<file path="src/bsis_map.vh">
// constants for the boot select and serial sync controller
`ifndef BSIS_MAP_VH
`define BSIS_MAP_VH
`define BSIS_CLK_MHZ 50
`define BSIS_ERASE_US 100000
`define BSIS_ERASE_CYC (`BSIS_ERASE_US * `BSIS_CLK_MHZ)
`define BSIS_PROG_US 1000
`define BSIS_PROG_CYC (`BSIS_PROG_US * `BSIS_CLK_MHZ)
`define BSIS_PROG_BYTES 256
`define BSIS_SAMPLE_US 3000
`define BSIS_SAMPLE_CYC (`BSIS_SAMPLE_US * `BSIS_CLK_MHZ)
`define BSIS_BOOT_BASE 32'h1fff_0000
`define BSIS_BOOT_KB 16
`define BSIS_VEC_BYTES 512
`define BSIS_USER_BASE 32'h0000_0000
`define BSIS_RAM_KEEP_LO 32'h1000_0000
`define BSIS_RAM_KEEP_HI 32'h1000_0050
`define BSIS_SKIP_ADDR 32'h0000_02fc
`define BSIS_SKIP_VALUE 32'ha5a5_5a5a
`define BSIS_CKSUM_WORDS 4'h8
`define BSIS_SECTOR_KB 4
`define BSIS_SECTOR_SHIFT 12
`define BSIS_SYNC_CHAR 8'h3f
`define BSIS_CR 8'h0d
`define BSIS_LF 8'h0a
`define BSIS_DIV_MIN 16'h0004
`define BSIS_DIV_MAX 16'h0fff
`define BSIS_SYNC_LAST 4'hd
`define BSIS_OK_LAST 4'h3
`define BSIS_CMD_UNLOCK 3'h1
`define BSIS_CMD_ERASE 3'h2
`define BSIS_CMD_WRITE 3'h3
`define BSIS_CMD_GO 3'h4
`endif

</file>
<file path="src/bsis_top.v">
// boot selection, user code check, serial autobaud sync and flash command gate
// How it works
// a sector erase holds the flash busy for 100 ms
// programming one 256-byte block holds the flash busy for 1 ms
// the boot sequence runs after every reset before user code
// boot request pin low after reset asks for the programming handler
// boot logic never touches RAM 0x1000_0000 to 0x1000_0050
// with CAN present, interface select low picks CAN, high picks serial
// the boot request pin is sampled within 3 ms after reset release
// a set watchdog overflow flag vetoes the pin request
// no request: valid user code runs, else autobaud starts
// a designated word at flash 0x2fc suppresses pin sampling
// boot code runs from a 16 kB block at 0x1fff_0000
// after reset the low 512 boot bytes appear at address zero
// user code valid only when the first 8 flash words sum to zero
// the host sends question mark 0x3f and waits for the reply
// the host uses 8 data bits, 1 stop bit, no parity
// the sync bit time is measured, sets the divisor, Synchronized CR LF sent
// the host echoes the sync string with CR LF
// a good echo answers OK CR LF, a bad one restarts sync
// the host sends clock kHz in decimal, the device answers OK CR LF
// after the frequency text the command handler is entered
// autobaud is only guaranteed with a core clock of 10 MHz or more
// erase, write and go are refused until unlock is accepted
// sectors are 4 kB, sector n starts at n times 0x1000
// implemented sectors follow flash size, 2 to 8 sectors
// sync timing runs start edge to next rise, bad divisors dropped
`timescale 1ns/100ps
`include "bsis_map.vh"
module bsis_top
#(
	parameter [17:0] SAMPLE_CYCLES = `BSIS_SAMPLE_CYC,
	parameter [22:0] ERASE_CYCLES = `BSIS_ERASE_CYC,
	parameter [15:0] PROG_CYCLES = `BSIS_PROG_CYC,
	parameter [6:0] FLASH_KB = 7'd32
)
(
	input wire i_clock,
	input wire i_nrst,
	input wire i_boot_request_pin,
	input wire i_interface_select_pin,
	input wire i_can_present,
	input wire i_wdt_overflow,
	output reg o_flash_rd,
	output reg [31:0] o_flash_addr,
	input wire [31:0] i_flash_rdata,
	input wire i_rxd,
	output wire o_txd,
	output reg o_vec_remap,
	output reg [31:0] o_fetch_base,
	output reg o_run_user,
	output reg o_can_handler,
	output reg o_isp_active,
	output reg [11:0] o_baud_div,
	output reg [19:0] o_freq_khz,
	input wire i_cmd_valid,
	input wire [2:0] i_cmd_code,
	input wire [3:0] i_cmd_sector,
	output wire o_cmd_ready,
	output reg o_cmd_done,
	output reg o_cmd_refused,
	output reg o_go,
	output reg o_unlocked,
	output reg o_flash_erase,
	output reg o_flash_prog,
	output reg [3:0] o_sector
);
	localparam [14:0] ST_DELAY = 15'h0001;
	localparam [14:0] ST_SKIPRD = 15'h0002;
	localparam [14:0] ST_SAMPLE = 15'h0004;
	localparam [14:0] ST_CHECK = 15'h0008;
	localparam [14:0] ST_USER = 15'h0010;
	localparam [14:0] ST_CAN = 15'h0020;
	localparam [14:0] ST_BWAIT = 15'h0040;
	localparam [14:0] ST_BMEAS = 15'h0080;
	localparam [14:0] ST_TXSYNC = 15'h0100;
	localparam [14:0] ST_RXECHO = 15'h0200;
	localparam [14:0] ST_TXOK1 = 15'h0400;
	localparam [14:0] ST_RXFREQ = 15'h0800;
	localparam [14:0] ST_TXOK2 = 15'h1000;
	localparam [14:0] ST_CMD = 15'h2000;
	localparam [14:0] ST_SPARE = 15'h4000;

	reg [14:0] state;
	reg [17:0] dcnt;
	reg skip_sample;
	reg [3:0] widx;
	reg [31:0] sum;
	reg [15:0] meas;
	reg rx_prev;
	reg [3:0] txi;
	reg [3:0] rxi;
	reg mism;
	reg [22:0] busy_cnt;
	wire tx_ready;
	wire rx_valid;
	wire [7:0] rx_data;
	wire tx_state;
	wire tx_last;
	wire [7:0] tx_char;
	wire [3:0] digit;
	wire [19:0] freq_next;

	// characters of the two reply strings, Synchronized CR LF and OK CR LF
	function [7:0] bsis_text;
		input ok;
		input [3:0] idx;
		begin
			case ({ok, idx})
				5'h00: bsis_text = 8'h53;
				5'h01: bsis_text = 8'h79;
				5'h02: bsis_text = 8'h6e;
				5'h03: bsis_text = 8'h63;
				5'h04: bsis_text = 8'h68;
				5'h05: bsis_text = 8'h72;
				5'h06: bsis_text = 8'h6f;
				5'h07: bsis_text = 8'h6e;
				5'h08: bsis_text = 8'h69;
				5'h09: bsis_text = 8'h7a;
				5'h0a: bsis_text = 8'h65;
				5'h0b: bsis_text = 8'h64;
				5'h0c: bsis_text = `BSIS_CR;
				5'h0d: bsis_text = `BSIS_LF;
				5'h10: bsis_text = 8'h4f;
				5'h11: bsis_text = 8'h4b;
				5'h12: bsis_text = `BSIS_CR;
				5'h13: bsis_text = `BSIS_LF;
				default: bsis_text = 8'h00;
			endcase
		end
	endfunction

	// sector exists for the configured flash size
	function sector_ok;
		input [3:0] n;
		begin
			sector_ok = ({3'h0, n} < (FLASH_KB / `BSIS_SECTOR_KB));
		end
	endfunction

	// serial side of the sync exchange
	assign tx_state = (state == ST_TXSYNC) || (state == ST_TXOK1) || (state == ST_TXOK2);
	assign tx_char = bsis_text(state != ST_TXSYNC, txi); // see R16 see R18
	assign tx_last = (state == ST_TXSYNC) ? (txi == `BSIS_SYNC_LAST) : (txi == `BSIS_OK_LAST);
	assign o_cmd_ready = (state == ST_CMD) && !o_flash_erase && !o_flash_prog;
	assign digit = rx_data[3:0];
	assign freq_next = o_freq_khz * 20'd10 + {16'h0000, digit};

	bsis_uart u_uart
	(
		.i_clock(i_clock),
		.i_nrst(i_nrst),
		.i_div(o_baud_div),
		.i_rxd(i_rxd),
		.i_rx_en((state == ST_RXECHO) || (state == ST_RXFREQ)),
		.o_rx_valid(rx_valid),
		.o_rx_data(rx_data),
		.i_tx_valid(tx_state),
		.i_tx_data(tx_char),
		.o_tx_ready(tx_ready),
		.o_txd(o_txd)
	);

	// boot sequencer; only flash is read, no RAM port exists at all
	always @(posedge i_clock or negedge i_nrst) // see R3
	begin
		if (!i_nrst)
		begin
			state <= ST_DELAY;
			dcnt <= 18'h00000;
			skip_sample <= 1'b0;
			widx <= 4'h0;
			sum <= 32'h0000_0000;
			meas <= 16'h0000;
			rx_prev <= 1'b1;
			txi <= 4'h0;
			rxi <= 4'h0;
			mism <= 1'b0;
			o_flash_rd <= 1'b0;
			o_flash_addr <= 32'h0000_0000;
			o_vec_remap <= 1'b1;
			o_fetch_base <= `BSIS_BOOT_BASE;
			o_run_user <= 1'b0;
			o_can_handler <= 1'b0;
			o_isp_active <= 1'b0;
			o_baud_div <= 12'hfff;
			o_freq_khz <= 20'h00000;
		end
		else
		begin
			o_flash_rd <= 1'b0;
			rx_prev <= i_rxd;
			case (state)
				// wait the startup time before looking at the pins
				ST_DELAY:
				begin
					dcnt <= dcnt + 18'h00001;
					if (dcnt == SAMPLE_CYCLES - 18'h00001)
					begin
						state <= ST_SKIPRD;
						o_flash_rd <= 1'b1;
						o_flash_addr <= `BSIS_SKIP_ADDR;
					end
				end
				// read word that may disable the request pin
				ST_SKIPRD:
				begin
					skip_sample <= (i_flash_rdata == `BSIS_SKIP_VALUE);
					state <= ST_SAMPLE;
				end
				ST_SAMPLE:
				begin
					widx <= 4'h0;
					sum <= 32'h0000_0000;
					if (!skip_sample && !i_boot_request_pin && !i_wdt_overflow) // see R4
					begin
						if (i_can_present && !i_interface_select_pin)
						begin
							state <= ST_CAN;
							o_can_handler <= 1'b1;
							o_isp_active <= 1'b1;
						end
						else
							state <= ST_BWAIT;
					end
					else
						state <= ST_CHECK;
				end
				// sum the first eight words of sector 0
				ST_CHECK:
				begin
					if (o_flash_rd)
						sum <= sum + i_flash_rdata;
					if (widx != `BSIS_CKSUM_WORDS)
					begin
						o_flash_rd <= 1'b1;
						o_flash_addr <= {26'h0000000, widx, 2'b00};
						widx <= widx + 4'h1;
					end
					else if (!o_flash_rd)
					begin
						if (sum == 32'h0000_0000) // see R9
						begin
							state <= ST_USER;
							o_run_user <= 1'b1;
							o_vec_remap <= 1'b0;
							o_fetch_base <= `BSIS_USER_BASE;
						end
						else
							state <= ST_BWAIT;
					end
				end
				ST_USER:
					state <= ST_USER;
				ST_CAN:
					state <= ST_CAN;
				// wait for the start edge of the sync character
				ST_BWAIT:
				begin
					if (rx_prev && !i_rxd)
					begin
						meas <= 16'h0001;
						state <= ST_BMEAS;
					end
				end
				// first rise after start is one bit time for 0x3f
				ST_BMEAS:
				begin
					meas <= meas + 16'h0001;
					if (!rx_prev && i_rxd) // see R16
					begin
						if (meas >= `BSIS_DIV_MIN && meas <= `BSIS_DIV_MAX) // see R21
						begin
							o_baud_div <= meas[11:0];
							txi <= 4'h0;
							state <= ST_TXSYNC;
						end
						else
							state <= ST_BWAIT;
					end
					else if (meas == 16'hffff)
						state <= ST_BWAIT; // too slow, drop
				end
				ST_TXSYNC:
				begin
					if (tx_ready)
					begin
						txi <= tx_last ? 4'h0 : txi + 4'h1;
						if (tx_last)
						begin
							rxi <= 4'h0;
							mism <= 1'b0;
							state <= ST_RXECHO;
						end
					end
				end
				// compare the echoed string
				ST_RXECHO:
				begin
					if (rx_valid)
					begin
						rxi <= rxi + 4'h1;
						mism <= mism | (rx_data != bsis_text(1'b0, rxi));
						if (rxi == `BSIS_SYNC_LAST)
						begin
							if (mism || rx_data != bsis_text(1'b0, rxi))
								state <= ST_BWAIT;
							else
								state <= ST_TXOK1;
						end
					end
				end
				ST_TXOK1:
				begin
					if (tx_ready)
					begin
						txi <= tx_last ? 4'h0 : txi + 4'h1;
						if (tx_last)
						begin
							o_freq_khz <= 20'h00000;
							state <= ST_RXFREQ;
						end
					end
				end
				// decimal kHz text, ends at line feed
				ST_RXFREQ:
				begin
					if (rx_valid)
					begin
						if (rx_data == `BSIS_LF)
							state <= ST_TXOK2;
						else if (rx_data >= 8'h30 && rx_data <= 8'h39)
							o_freq_khz <= freq_next;
					end
				end
				ST_TXOK2:
				begin
					if (tx_ready)
					begin
						txi <= tx_last ? 4'h0 : txi + 4'h1;
						if (tx_last)
						begin
							state <= ST_CMD;
							o_isp_active <= 1'b1;
						end
					end
				end
				ST_CMD:
					state <= ST_CMD;
				default:
					state <= ST_DELAY;
			endcase
		end
	end

	// command gate and flash operation timing
	always @(posedge i_clock or negedge i_nrst)
	begin
		if (!i_nrst)
		begin
			busy_cnt <= 23'h000000;
			o_cmd_done <= 1'b0;
			o_cmd_refused <= 1'b0;
			o_go <= 1'b0;
			o_unlocked <= 1'b0;
			o_flash_erase <= 1'b0;
			o_flash_prog <= 1'b0;
			o_sector <= 4'h0;
		end
		else
		begin
			o_cmd_done <= 1'b0;
			o_cmd_refused <= 1'b0;
			o_go <= 1'b0;
			if (o_flash_erase || o_flash_prog)
			begin
				busy_cnt <= busy_cnt - 23'h000001;
				if (busy_cnt == 23'h000001) // see R1
				begin
					o_flash_erase <= 1'b0;
					o_flash_prog <= 1'b0;
					o_cmd_done <= 1'b1;
				end
			end
			else if (o_cmd_ready && i_cmd_valid)
			begin
				o_sector <= i_cmd_sector;
				case (i_cmd_code)
					`BSIS_CMD_UNLOCK:
					begin
						o_unlocked <= 1'b1;
						o_cmd_done <= 1'b1;
					end
					`BSIS_CMD_ERASE:
					begin
						if (!o_unlocked || !sector_ok(i_cmd_sector)) // see R22
							o_cmd_refused <= 1'b1;
						else
						begin
							o_flash_erase <= 1'b1;
							busy_cnt <= ERASE_CYCLES;
						end
					end
					`BSIS_CMD_WRITE:
					begin
						if (!o_unlocked || !sector_ok(i_cmd_sector))
							o_cmd_refused <= 1'b1;
						else
						begin
							o_flash_prog <= 1'b1;
							busy_cnt <= {7'h00, PROG_CYCLES};
						end
					end
					`BSIS_CMD_GO:
					begin
						if (!o_unlocked)
							o_cmd_refused <= 1'b1;
						else
						begin
							o_go <= 1'b1;
							o_cmd_done <= 1'b1;
						end
					end
					default:
						o_cmd_done <= 1'b1;
				endcase
			end
		end
	end
endmodule

</file>
<file path="src/bsis_uart.v">
// 8N1 serial receiver and transmitter with a programmable bit divisor
`timescale 1ns/100ps
module bsis_uart
(
	input wire i_clock,
	input wire i_nrst,
	input wire [11:0] i_div,
	input wire i_rxd,
	input wire i_rx_en,
	output reg o_rx_valid,
	output reg [7:0] o_rx_data,
	input wire i_tx_valid,
	input wire [7:0] i_tx_data,
	output wire o_tx_ready,
	output reg o_txd
);
	reg [11:0] rx_cnt;
	reg [3:0] rx_bit;
	reg rx_busy;
	reg [11:0] tx_cnt;
	reg [3:0] tx_bit;
	reg [8:0] tx_shift;

	assign o_tx_ready = (tx_bit == 4'h0);

	// receiver: start found, centre checked, then one sample per bit
	always @(posedge i_clock or negedge i_nrst)
	begin
		if (!i_nrst)
		begin
			rx_cnt <= 12'h000;
			rx_bit <= 4'h0;
			rx_busy <= 1'b0;
			o_rx_valid <= 1'b0;
			o_rx_data <= 8'h00;
		end
		else
		begin
			o_rx_valid <= 1'b0;
			if (!rx_busy)
			begin
				if (i_rx_en && !i_rxd)
				begin
					rx_busy <= 1'b1;
					rx_bit <= 4'h0;
					rx_cnt <= {1'b0, i_div[11:1]};
				end
			end
			else if (rx_cnt != 12'h000)
				rx_cnt <= rx_cnt - 12'h001;
			else
			begin
				rx_cnt <= i_div - 12'h001;
				rx_bit <= rx_bit + 4'h1;
				if (rx_bit == 4'h0 && i_rxd)
					rx_busy <= 1'b0; // start glitch
				else if (rx_bit == 4'h9)
				begin
					rx_busy <= 1'b0;
					o_rx_valid <= i_rxd; // framing error drops byte
				end
				else if (rx_bit != 4'h0)
					o_rx_data <= {i_rxd, o_rx_data[7:1]};
			end
		end
	end

	// transmitter: start, 8 data lsb first, one stop
	always @(posedge i_clock or negedge i_nrst)
	begin
		if (!i_nrst)
		begin
			tx_cnt <= 12'h000;
			tx_bit <= 4'h0;
			tx_shift <= 9'h1ff;
			o_txd <= 1'b1;
		end
		else if (tx_bit == 4'h0)
		begin
			if (i_tx_valid)
			begin
				o_txd <= 1'b0;
				tx_shift <= {1'b1, i_tx_data};
				tx_bit <= 4'ha;
				tx_cnt <= i_div - 12'h001;
			end
		end
		else if (tx_cnt != 12'h000)
			tx_cnt <= tx_cnt - 12'h001;
		else
		begin
			tx_cnt <= i_div - 12'h001;
			tx_bit <= tx_bit - 4'h1;
			o_txd <= (tx_bit == 4'h1) ? 1'b1 : tx_shift[0];
			tx_shift <= {1'b1, tx_shift[8:1]};
		end
	end
endmodule

</file>
<file path="config.mk">
export PLATFORM = sky130hd
export DESIGN_NAME = bsis_top
export DESIGN_NICKNAME = d
export VERILOG_FILES = /design/src/bsis_top.v /design/src/bsis_uart.v
export VERILOG_INCLUDE_DIRS = /design/src
export SDC_FILE = /design/constraint.sdc
export NUM_CORES = 1
export LEC_CHECK = 0
export BUFFER_PORTS_ARGS = -buffer_cell sky130_fd_sc_hd__buf_4
export CELL_PAD_IN_SITES_DETAIL_PLACEMENT = 0
export CELL_PAD_IN_SITES_GLOBAL_PLACEMENT = 1
export CORE_MARGIN = 8
export CORE_UTILIZATION = 50
export DETAILED_ROUTE_END_ITERATION = 8
export PLACE_DENSITY_LB_ADDON = 0.1
export SYNTH_ARGS = -nofsm -noshare
export SYNTH_HDL_FRONTEND = slang
export SYNTH_SLANG_ARGS = --single-unit
</file>
<file path="constraint.sdc">
create_clock -name i_clock -period 8.7 [get_ports i_clock]
set_clock_uncertainty 0.1 [all_clocks]
set_input_delay 0.435 -clock i_clock [delete_from_list [all_inputs] [get_ports i_clock]]
set_output_delay 0.435 -clock i_clock [all_outputs]
set_load 0.02 [all_outputs]
</file>
-- After elaboration in Yosys (flattened, before gate mapping)
Memories as Yosys holds them, arrays and structs flattened.
Index checks and enable logic that the tools add are counted.
- bits in read-only memories: 448
- output and inout port bits: 113
- memories kept: 3
- flip-flop bits (word level): 263
- memory list (memory ; depth ; width ; rd ports ; clocked after Yosys merged registers in ; wr ports ; RTL line ; source):
    (name not given) ; 32 ; 7 ; 1 ; 0 ; 0 ; bsis_top.v:109 ; case ({ok, idx})
    (name not given) ; 16 ; 7 ; 1 ; 0 ; 0 ; bsis_top.v:109 ;
    (name not given) ; 16 ; 7 ; 1 ; 0 ; 0 ; bsis_top.v:109 ;
- reductions and logical operators: 68
- multipliers: 1
- equality and inequality tests: 63
- mux-type cells: 118
- $lt $le $gt $ge: 5
- bitwise operators: 7
- $add $sub $neg: 13
- operator list (operator ; count):
    2-to-1 mux 15 bit ; 17
    case mux 15 bit (14 select lines) ; 1
    case mux 32 bit (2 select lines) ; 2
    2-to-1 mux 20 bit ; 5
    2-to-1 mux 32 bit ; 3
    2-to-1 mux 23 bit ; 4
    2-to-1 mux 12 bit ; 6
    2-to-1 mux 4 bit ; 14
    case mux 23 bit (2 select lines) ; 1
    2-to-1 mux 1 bit ; 42
    2-to-1 mux 8 bit ; 5
    != test 2 bit, second input constant ; 20
    case mux 20 bit (2 select lines) ; 1
    2-to-1 mux 9 bit ; 4
    subtractor 12 x 1 -> 12 bit, second input constant ; 3
    adder 32 bit ; 1
    == test 32 bit, second input constant ; 1
    logical NOT 32 bit ; 1
    case mux 16 bit (2 select lines) ; 1
    case mux 4 bit (2 select lines) ; 3
    AND reduction 4 bit ; 6
    nonzero test 12 bit ; 2
    == test 23 x 1 -> 1 bit, second input constant ; 1
    subtractor 23 x 1 -> 23 bit, second input constant ; 1
    other kinds (59) ; 130

-- Logic depth before layout (Yosys ltp)
Gate-level depths: netlist of run 1.
- word-level depth: 10
- depth in mapped cells: 12

-- Cells and area by module
From an unflattened synthesis of run 1, not the netlist that was laid out.
- cell total of the unflattened synthesis: 1690
- area total of the unflattened synthesis: 15125.8 µm²
- modules (own cells, without submodules) (module ; sequential area each (µm²) ; area an instance (µm²) ; instances ; cells an instance):
    bsis_top ; 4272.8 ; 11837.6 ; 1 ; 1334
    bsis_uart ; 1287.5 ; 3288.2 ; 1 ; 356

-- Worst setup path before layout of run 1
Ideal clock, no wire load.
- path type: reg2reg
- from: reg o_freq_khz[1]
- to: reg o_freq_khz[19]
- buffers on the path: 1
- period minus slack after synthesis: 3.558 ns
- path slack: 5.142 ns
- stages on the path, launching flop included: 13
- data required time: 8.531 ns
- arrival: 3.389 ns
- library setup time: 0.069 ns
- cells stage by stage: dfrtp_1 -> ha_1 -> ha_1 -> fa_1 -> a211oi_1 -> or2_1 -> buf_2 -> a21oi_2 -> or4_1 -> nand3_2 -> nand4_1 -> or4_1 -> nand3_1
- word-level cells in the longest chain between the ends: 6
- RTL lines (item ; RTL line ; source):
    start: declaration ; bsis_top.v:55 ; output reg [19:0] o_freq_khz,
    start signal: assignment ; bsis_top.v:333 ; o_freq_khz <= freq_next;
    multiplier 20 x 3 -> 19 bit ; bsis_top.v:147 ; assign freq_next = o_freq_khz * 20'd10 + {16'h0000, digit};
    adder 20 x 4 -> 20 bit ; bsis_top.v:147 ;
    2-to-1 mux 20 bit ; bsis_top.v:332 ; else if (rx_data >= 8'h30 && rx_data <= 8'h39)
    2-to-1 mux 20 bit ; bsis_top.v:330 ; if (rx_data == `BSIS_LF)
    2-to-1 mux 20 bit ; bsis_top.v:328 ; if (rx_valid)
    case mux 20 bit (2 select lines) ; bsis_top.v:193 ; case (state)
No other way between the ends. The select of a mux whose other input is x is not followed.
A chain may end at the register's enable or synchronous reset.

-- Worst setup path after layout of run 1
Same ends and word-level chain as after synthesis.

==> out/metrics.yaml, run 1 <==
timing:
  maxSlewViolCount: 0
  worst_pin_slew_ns: 1.07
  fmax_mhz: 270
  layout_min_cycle_time_ns: 3.71
  finalHoldWorstSlack_ns: 0.0364
  fin_crit_sh_pct: 42.6
  slew_headroom_pct: 29.0
  tns_ns: 0
  hold_violations: 0
  fin_ws_ns: 4.99
  setup_viol: 0
  rsz0062_at_grt: "no"
synthesis:
  syn_area_sq_um: 15100
  synth_seq_cells: 221
  yosysUniqueCellTypes: 97
  ys_warn_count: 0
  yosysTopAreaCell: "dfrtp_1"
  ys_async_sr_fraction_pct: 100
  synth_top_cell_area_share_pct: 32.7
  ys_seq_area_share_pct: 36.9
  synth-main-ff-cell: "dfrtp_1"
  synth_area_leaders: "dfrtp_1 (33%), ha_1 (7.7%), nand2_1 (5.1%), xnor2_1 (4.4%), o21ai_0 (4.4%)"
  syn_avg_cell_area_sq_um: 9.08
  synth_edf_count: 0
  syn_inst: 1659
die:
  core_area_sq_um: 29600
  initial_core_util_pct: 50.8
  die_w_um: 190
  die-height_um: 190
  die_area_sq_um: 36000
  rows: 63
  num_io_pins: 160
power:
  p_int_uw: 1880
  switching_share_pct: 26.2
  ir_worst_vdd_mv: 0.119
  switchingPower_uw: 669
  clockPowerShare_pct: 46.0
  leakagePower_uw: 0.00749
  seqPwrFrac_pct: 43.3
  power.density_nw_per_um2: 151
  pwr-share-comb_pct: 10.8
worst_setup_path:
  worst-path-max-fanout: 7
  worstSetupStartpointType: "flop"
  cp.arrival_ns: 4.08
  crit_path_end_kind: "flop"
  critical_path_class: "flop to flop"
  crit_start: "o_freq_khz[1]"
  timing.rr.start: "o_freq_khz[1]"
  cp.required_ns: 9.07
clock_network:
  numCtsBuffers: 28
  cts_sinks: 221
  path_clk_slew_ns: 0.06
  cts.path.max_buffers: 3
  cts.htree.levels: 1
  root_buffer: "clkbuf_16"
  clk_latency_ns: 0.54
  cts_tree: "built"
  cts_resized: 0
layout:
  area_growth_pct: 12.1
  nets: 1884
  drive_gt1_share_pct: 14.4
  final_area_sq_um: 16900
  antennaDiodeCount: 0
  utilization_pct: 57.0
global_route:
  track_usage_pct: 20.3
  antenna_found_initial: 0
  grt_max_degree: 87
  grt_first_pass_wirelength_mm: 62.0
  grt_pass1_vias: 12145
  grt_overflow: 0
status:
  status: "completed"
route:
  vias: 12181
  drt_iter0_markers: 827
  drc_errors: 0
  wl_per_cell_um: 17.1
  wirelength_mm: 36.8
  vias_per_cell: 5.66
  dr.pass1.iters: 5
  drtAntennaViolNets: 0
placed_design:
  gp_congestion: 0.839
  pre_cts_slack_ns: 5.03
  port_buffers: 115
  hpwlAfterDp_mm: 26.9
  placedInstanceArea_sq_um: 15900
hold_path:
  hold_path_startpoint: "i_cmd_sector[2]"
  hp-class: "input port to flop"
run:
  drv_cap: 0
## timing repair
action	in CTS	in global routing
hold buffers	2	0
endpoints found under the hold margin	85	0
setup buffers	0	0
## per-layer routing
layer | share of wire [%] | track usage (%) | vias up | routed length [um]
li1 | - | - | 6030 | -
met1 | 48 | 28.2 | 5870 | 17600
met2 | 46 | 33.2 | 237 | 16900
met3 | 4.2 | 2.45 | 44 | 1560
met4 | 1.9 | 4.90 | 0 | 696
met5 | 0 | 0 | - | 0
## critical path, stage by stage (launching register included)
cell	delay (ns)
dfrtp_1	0.44
ha_1	0.32
ha_1	0.22
fa_1	0.43
a211oi_1	0.26
or2_1	0.28
a21oi_2	0.11
or4_1	0.54
nand3_2	0.13
nand4_1	0.16
or4_1	0.54
nand3_1	0.09
## synthesized netlist by cell type, types with 6 or more instances
master	instances
nand2_1	203
dfrtp_1	197
o21ai_0	131
nor2_1	115
ha_1	93
xnor2_1	76
a21oi_1	72
buf_4	60
xor2_1	55
inv_1	46
nand3_1	42
nor3_1	39
clkbuf_1	36
nor4_1	35
mux2i_1	28
nand4_1	28
dfstp_2	24
mux2_2	23
a211oi_1	21
a21o_1	21
nand2b_1	19
o211ai_1	19
and2_1	15
nor2b_1	15
or3_1	15
nor3b_1	14
o31ai_1	12
buf_2	10
nand3b_1	10
and3_1	9
nor4bb_1	9
o21a_1	9
a22oi_1	8
or4_1	8
a31oi_1	7
a2111oi_0	6
nand4b_1	6
nor4b_1	6
or2_2	6
## flip-flops by register name, indices dropped and copies added (netlist names), 8 cells and up
name,count
state,14
o_freq_khz,20
u_uart.o_rx_data,8
o_baud_div,12
sum,32
busy_cnt,23
u_uart.tx_shift,8
dcnt,18
meas,16
u_uart.tx_cnt,12
u_uart.rx_cnt,12
## stage by stage
| step | std cells | total power [uW] |
|---|---|---|
| 2_1_floorplan | 1702 | 1320 |
| 3_3_place_gp | 2099 | 1390 |
| 3_5_place_dp | 2099 | 1390 |
| 4_1_cts | 2153 | 2590 |
| 5_1_grt | 2153 | 2670 |
| 6_report | 2153 | 2550 |
## logic make-up after synthesis
logic type                 after synthesis  share of synthesized area, %
AOI/OAI and AO/OA                      369                          15.7
other                                    1                        0.0249
muxes                                   51                          3.58
adders and majority gates               96                          8.12
DFF                                    221                          36.9
buffers and inverters                  161                          5.85
and+or+nand+nor                        629                          22.2
xor gates and xnor gates               131                          7.61
## cell usage in the layout, fill, tap and decap left out, types with 46 or more instances in the layout
| master | count |
|---|---|
| o21ai_0 | 131 |
| xnor2_1 | 76 |
| dfrtp_1 | 197 |
| inv_1 | 46 |
| nand2_1 | 203 |
| ha_1 | 93 |
| xor2_1 | 55 |
| buf_4 | 121 |
| nor2_1 | 115 |
| a21oi_1 | 72 |
## area by class of cell
type / count / area (sq um)
Clock inverter: 15 / 150
Multi-Input combinational cell: 1320 / 8790
Timing Repair Buffer: 124 / 943
Fill cell: 2723 / 12700
Clock buffer: 37 / 796
Tap cell: 390 / 488
Sequential cell: 221 / 5560
Inverter: 46 / 173
## worst paths after layout
check	endpoint	slack (ns)	cells after the start
setup / recovery	o_freq_khz[19]	4.99	11
hold / removal	o_sector[2]	0.04	2
setup reg to reg	o_freq_khz[19]	4.99	11
hold reg to reg	u_uart.tx_shift[5]	0.36	2
max in group asynchronous	meas[3]	6.69	3
min in group asynchronous	o_freq_khz[11]	0.41	2
## power groups by stage
| stage | clock, uW | sequential [uW] | combinational [uW] |
|---|---|---|---|
| 2_1_floorplan | 0 | 1110 | 214 |
| 3_3_place_gp | 0 | 1120 | 269 |
| 3_5_place_dp | 0 | 1120 | 274 |
| 4_1_cts | 1210 | 1100 | 276 |
| 5_1_grt | 1250 | 1110 | 313 |
| 6_report | 1170 | 1100 | 275 |
(Power assumes the default switching activity.)
==> run 2: changes to the inputs <==
--- a/config.mk
+++ b/config.mk
@@ -10,7 +10,7 @@
 export CELL_PAD_IN_SITES_DETAIL_PLACEMENT = 0
 export CELL_PAD_IN_SITES_GLOBAL_PLACEMENT = 1
 export CORE_MARGIN = 8
-export CORE_UTILIZATION = 50
+export CORE_UTILIZATION = 42
 export DETAILED_ROUTE_END_ITERATION = 8
 export PLACE_DENSITY_LB_ADDON = 0.1
 export SYNTH_ARGS = -nofsm -noshare
==> constraint.sdc (replaced) <==
create_clock -name i_clock -period 3.2 [get_ports i_clock]
set_clock_uncertainty 0.1 [all_clocks]
set_input_delay 0.16 -clock i_clock [delete_from_list [all_inputs] [get_ports i_clock]]
set_output_delay 0.16 -clock i_clock [all_outputs]
set_load 0.02 [all_outputs]
==> run 2 against run 1 <==
Setup slack worse by 4.9 ns. Register-to-register slack got worse by 4.9 ns. Combinational power grew to 2.8 times the previous value. Global-route usage fell by 1.8 points. Critical path depth is the same. Utilization is 6.8 points lower. Non-clock buffer count is 93 higher. Total power grew to 2.7 times the previous value. Critical path type unchanged. Highest routed layer unchanged.
==> out/metrics.yaml, run 2 (synthesis results as in run 1) <==
layout:
  final_area_sq_um: 17800  # +5.5%
  antennaDiodeCount: 0  # unchanged
  fill_cells: 3387  # +24%
  mostFrequentLayoutCells: "nand2_1 (203), dfrtp_1 (194), buf_4 (192)"
  top_register: "sum"
  largest_reg_flops: 32  # unchanged
  multi_input_area_sq_um: 8910  # +1.4%
  area_growth_pct: 18.3
  largestRegisters: "sum (32), busy_cnt (23), o_freq_khz (20)"
  seqCellArea_sq_um: 5560  # about the same
  drive_gt1_share_pct: 18.7  # +4.3 points
  nets: 1976  # +4.9%
  layout_commonest_cell: "nand2_1"
power:
  p_int_uw: 5010  # +170%
  leakagePower_uw: 0.00792  # +5.7%
  switching_share_pct: 26.6  # +0.41 points
  pwr-share-comb_pct: 11.5  # +0.7 points
  power.total_uw: 6830  # +170%
  power.density_nw_per_um2: 383  # +150%
  seqPwrFrac_pct: 43.9  # +0.6 points
  clockPowerShare_pct: 44.6  # -1.4 points
  switchingPower_uw: 1820  # +170%
  ir_worst_vdd_mv: 0.377  # +220%
timing:
  hold_violations: 0  # unchanged
  layout_min_cycle_time_ns: 3.12  # -0.591 ns
  fin_crit_sh_pct: 97.4  # +55 points
  worst_pin_slew_ns: 1.10  # +0.0360 ns
  rsz0062_at_grt: "yes"
  fin_ws_ns: 0.0843  # -4.91 ns
  fmax_mhz: 321  # +19%
  tns_ns: 0  # unchanged
  slew_headroom_pct: 26.6  # -2.4 points
  finalHoldWorstSlack_ns: 0.0372  # +0.000745 ns
  maxSlewViolCount: 0  # unchanged
  setup_viol: 0  # unchanged
route:
  wl_per_cell_um: 16.8  # -1.7%
  vias: 12554  # +3.1%
  vias_per_cell: 5.42  # -4.1%
  drt_iter0_markers: 687  # -17%
  wirelength_mm: 38.9  # +5.7%
  drc_errors: 0  # unchanged
  dr.pass1.iters: 4  # -1
  drtAntennaViolNets: 0  # unchanged
worst_setup_path:
  cp.required_ns: 3.57  # -5.50 ns
  crit_path_end_kind: "flop"
  worstSetupStartpointType: "flop"
  cp.arrival_ns: 3.49  # -0.59 ns
  crit_top_cell: "ha_4"
  cp_cell_sequence: "ha_4 > ha_4 > fa_2 > a211oi_2 > or2_4 > a21oi_4 > or4_4 > nand3_2 > nand4_1 > or4_1 > nand3_1"
  cpPeakStageDelay_ns: 0.43  # -0.11 ns
  critical_path_class: "flop to flop"
  crit_path_top_delay_cell: "or4_1"
  worst-path-max-fanout: 7  # unchanged
clock_network:
  numCtsBuffers: 27  # -3.6%
  root_buffer: "clkbuf_16"
  clk_latency_ns: 0.55  # about the same
  cts_tree: "built"
  cts.path.max_buffers: 3  # unchanged
  cts_sinks: 221  # unchanged
  cts.htree.levels: 1  # unchanged
  path_clk_slew_ns: 0.06  # about the same
  post_cts_buffers: 0  # unchanged
placed_design:
  hpwlAfterDp_mm: 29.0  # +8.0%
  port_buffers: 115  # unchanged
  pre_cts_slack_ns: -0.0500  # -5.08 ns
  placedInstanceArea_sq_um: 16600  # +4.3%
  gp_congestion: 0.843  # +0.51%
die:
  initial_core_util_pct: 42.5  # -8.4 points
  die_area_sq_um: 42200  # +17%
  die_w_um: 205  # +8.3%
  num_io_pins: 160  # unchanged
  core_area_sq_um: 35500  # +20%
  die-height_um: 205  # +8.3%
  rows: 69  # +9.5%
global_route:
  grt_first_pass_wirelength_mm: 65.7  # +6.0%
  antenna_found_initial: 0  # unchanged
  track_usage_pct: 18.5  # -1.8 points
  grt_overflow: 0  # unchanged
  grt_pass1_vias: 12770  # +5.1%
  grt_max_degree: 63  # -28%
hold_path:
  hp-class: "input port to flop"
run:
  drv_cap: 0  # unchanged
status:
  status: "completed"
[run 2: changes by cell type in the layout (fill, tap and decap cells not counted), sizes merged]
cell / change
bufinv: -1
clkbuf: +2
clkinvlp: -1
clkinv: -1
buf: +73
inv: -1
dlygate4sd3: +20
[run 2: area by class of cell]
| cell class | count | share of cell area, % |
|---|---|---|
| clock inverter | 11 | 0.512 |
| tap | 461 | 3.24 |
| timing repair buffer | 217 | 9.63 |
| inverter | 46 | 0.969 |
| clock buffer | 39 | 4.44 |
| multi-input combinational | 1320 | 50.0 |
| sequential | 221 | 31.2 |
[run 2: path summary, 6_finish.rpt]
check                                   start            endpoint  slack [ns]  cells after the start
setup / recovery                o_freq_khz[1]      o_freq_khz[19]        0.08                     11
hold / removal              i_flash_rdata[30]             sum[30]        0.04                      4
setup reg to reg                o_freq_khz[1]      o_freq_khz[19]        0.08                     11
hold reg to reg            u_uart.tx_shift[5]  u_uart.tx_shift[5]        0.36                      2
max in group asynchronous              i_nrst    o_fetch_base[27]        2.01                      3
min in group asynchronous              i_nrst      o_freq_khz[11]        0.07                      2
[run 2: per-stage QoR]
| step | utilization [%] | instances |
|---|---|---|
| 6_report | 50.2 | 2315 |
| 5_1_grt | 50.2 | 2315 |
| 4_1_cts | 50.0 | 2315 |
| 3_5_place_dp | 46.9 | 2243 |
| 3_3_place_gp | 46.9 | 2243 |
| 2_1_floorplan | - | 1702 |
[run 2: critical path, delay by kind of cell, from the launching register on]
kind / cells / cell delay [ns]
flops: 1 / 0.42
compound gates: 2 / 0.35
simple gates: 6 / 1.40
fa+ha+maj: 3 / 0.78
[run 2: power groups by stage]
stage                     Combinational, uW  Clock, uW  Sequential [uW]
final                                   783       3050             3000
after global routing                    889       3270             3010
after global placement                  750          0             3050
after CTS                               785       3160             3000
after floorplan                         582          0             3010
after detailed placement                767          0             3050
[run 2: per-layer routing]
metal	wire length, um	vias to the layer above	GRT usage, %
met5	0	-	0
met4	516	0	4.24
met3	1310	40	2.42
met2	18700	187	31.3
met1	18400	6101	24.8
li1	-	6226	-
[run 2: timing repair]
item,in CTS,in global routing
hold endpoints to repair,192,0
pin swaps,0,7
hold buffers,22,0
resized for setup,3,24
setup endpoints to repair,2,18
==> run 3: changes to the inputs <==
--- a/config.mk
+++ b/config.mk
@@ -10,7 +10,7 @@
 export CELL_PAD_IN_SITES_DETAIL_PLACEMENT = 0
 export CELL_PAD_IN_SITES_GLOBAL_PLACEMENT = 1
 export CORE_MARGIN = 8
-export CORE_UTILIZATION = 42
+export CORE_UTILIZATION = 50
 export DETAILED_ROUTE_END_ITERATION = 8
 export PLACE_DENSITY_LB_ADDON = 0.1
 export SYNTH_ARGS = -nofsm -noshare
==> constraint.sdc (replaced) <==
create_clock -name i_clock -period 3.7 [get_ports i_clock]
set_clock_uncertainty 0.1 [all_clocks]
set_input_delay 0.185 -clock i_clock [delete_from_list [all_inputs] [get_ports i_clock]]
set_output_delay 0.185 -clock i_clock [all_outputs]
set_load 0.02 [all_outputs]
==> run 3 against run 2 <==
Non-clock buffer count fell by 59. Routed wire length down 5.7%. Largest power group unchanged. Die area shrank 15%. Largest cell class unchanged. Fmax fell by 9.3%. Clock power decreased by 12%. Critical path type unchanged. Via count shrank 1.7%.
==> out/metrics.yaml, run 3 (synthesis results as in run 1) <==
hold_path:
  hp-class: "input port to flop"
route:
  routed-wl-met3_mm: 1.45  # +11%
  vias: 12344  # -1.7%
  wl_met1_mm: 17.5  # -4.9%
  wirelength_mm: 36.7  # -5.7%
  vias_per_cell: 5.65  # +4.2%
  wl_per_cell_um: 16.8  # about the same
  highest_layer: "met4"
  drt_iter0_markers: 644  # -6.3%
  dr.pass1.iters: 5  # +1
  drc_errors: 0  # unchanged
  drtAntennaViolNets: 0  # unchanged
  met2_length_mm: 17.1  # -8.3%
layout:
  seqCellArea_sq_um: 5560  # about the same
  largestRegisters: "sum (32), busy_cnt (23), o_freq_khz (20)"
  utilization_pct: 57.9  # +7.7 points
  layout_commonest_cell: "nand2_1"
  final_area_sq_um: 17200  # -3.7%
  area_growth_pct: 13.9
  mostFrequentLayoutCells: "nand2_1 (203), dfrtp_1 (197), buf_4 (138)"
  multi_input_area_sq_um: 8810  # -1.2%
  largest_reg_flops: 32  # unchanged
  antennaDiodeCount: 0  # unchanged
  top_register: "sum"
  drive_gt1_share_pct: 14.8  # -3.9 points
  fill_cells: 2749  # -19%
  nets: 1917  # -3.0%
clock_network:
  clk_latency_ns: 0.54  # about the same
  post_cts_buffers: 0  # unchanged
  root_buffer: "clkbuf_16"
  cts_tree: "built"
  cts_sinks: 221  # unchanged
  cts.path.max_buffers: 3  # unchanged
  cts.htree.levels: 1  # unchanged
  path_clk_slew_ns: 0.06  # about the same
  numCtsBuffers: 27  # unchanged
die:
  num_io_pins: 160  # unchanged
  die_w_um: 190  # -7.7%
  die-height_um: 190  # -7.7%
  initial_core_util_pct: 50.8  # +8.4 points
  rows: 63  # -8.7%
  core_area_sq_um: 29600  # -16%
  die_area_sq_um: 36000  # -15%
worst_setup_path:
  crit_path_end_kind: "flop"
  cp_cell_sequence: "ha_1 > ha_1 > fa_2 > a211oi_2 > or2_1 > a21oi_2 > or4_1 > nand3_2 > nand4_1 > or4_1 > nand3_1"
  critical_path_class: "flop to flop"
  crit_path_top_delay_cell: "or4_1"
  worst-path-max-fanout: 5  # -2
  worstSetupStartpointType: "flop"
  crit_family: "simple AND/OR/NAND/NOR gates"
  cp.required_ns: 4.06  # +0.49 ns
  cpPeakStageDelay_ns: 0.54  # +0.11 ns
  path_buf_inv: 0  # unchanged
  cp.arrival_ns: 3.79  # +0.30 ns
timing:
  worst_pin_slew_ns: 1.06  # -0.0434 ns
  setup_viol: 0  # unchanged
  maxSlewViolCount: 0  # unchanged
  layout_min_cycle_time_ns: 3.44  # +0.320 ns
  slew_headroom_pct: 29.5  # +2.9 points
  fin_ws_ns: 0.264  # +0.180 ns
  fmax_mhz: 291  # -9.3%
  fin_crit_sh_pct: 92.9  # -4.5 points
  rsz0062_at_grt: "no"
  tns_ns: 0  # unchanged
  hold_violations: 0  # unchanged
placed_design:
  pre_cts_slack_ns: 0.0843  # +0.134 ns
  hpwlAfterDp_mm: 27.2  # -6.5%
  placedInstanceArea_sq_um: 16100  # -3.4%
  port_buffers: 115  # unchanged
  gp_congestion: 0.912  # +8.2%
power:
  leakagePower_uw: 0.00761  # -3.9%
  ir_worst_vdd_mv: 0.269  # -29%
  power.density_nw_per_um2: 346  # -9.8%
run:
  drv_cap: 0  # unchanged
global_route:
  grt_max_degree: 107  # +70%
  antenna_found_initial: 0  # unchanged
  grt_overflow: 0  # unchanged
  grt_first_pass_wirelength_mm: 62.5  # -4.9%
  track_usage_pct: 20.4  # +1.9 points
  grt_pass1_vias: 12326  # -3.5%
status:
  status: "completed"
==> run 3: report_power, final <==
part           switching [uW]  leakage, uW  internal, uW  total, uW
Sequential                102      0.00264          2490       2590
Combinational             372      0.00454           289        662
Clock                    1030     0.000435          1650       2680
Total                    1510      0.00761          4430       5940
==> run 3: final timing paths <==
path,start,end,slack (ns),depth (start not counted)
worst min-delay path,i_cmd_valid,o_go,0.03,3
max in group asynchronous,i_nrst,sum[18],2.28,3
worst max-delay path,o_freq_khz[3],o_freq_khz[19],0.26,11
min in group asynchronous,i_nrst,o_freq_khz[11],0.17,2
worst max register to register,o_freq_khz[3],o_freq_khz[19],0.26,11
worst min register to register,u_uart.tx_shift[5],u_uart.tx_shift[5],0.37,2
==> run 3: worst min-delay path: cells and delay by family <==
kind / cells / cell delay, ns
buffers and inverters: 1 / 0.09
AND/OR/NAND/NOR: 2 / 0.34
==> run 3: routing by layer <==
metal  vias up  GRT usage [%]
met5         -              0
met3        44           2.53
li1       6105              -
met4         0           4.66
met2       215           34.0
met1      5980           28.0
==> run 3: what timing repair did <==
action	in CTS	in global routing
resized for setup	0	5
endpoints found under the hold margin	107	0
endpoints found under the setup margin	0	6
hold buffers	19	0
==> run 3: through the flow <==
step	hold slack [ns]	total power, uW	std cells
final	0.0338	5940	2184
after global routing	0.0624	6200	2184
after CTS	0.00426	6000	2184
after detailed placement	0.208	3280	2116
after global placement	0.195	3270	2116
after floorplan	-0.211	3110	1702
==> run 3: final cells by class <==
| class | count | share of cell area (%) |
|---|---|---|
| multi-input combinational | 1320 | 51.3 |
| sequential | 221 | 32.4 |
| timing repair buffer | 158 | 7.23 |
| clock buffer | 42 | 4.56 |
| tap | 390 | 2.84 |
| inverter | 46 | 1.01 |
| clock inverter | 7 | 0.656 |
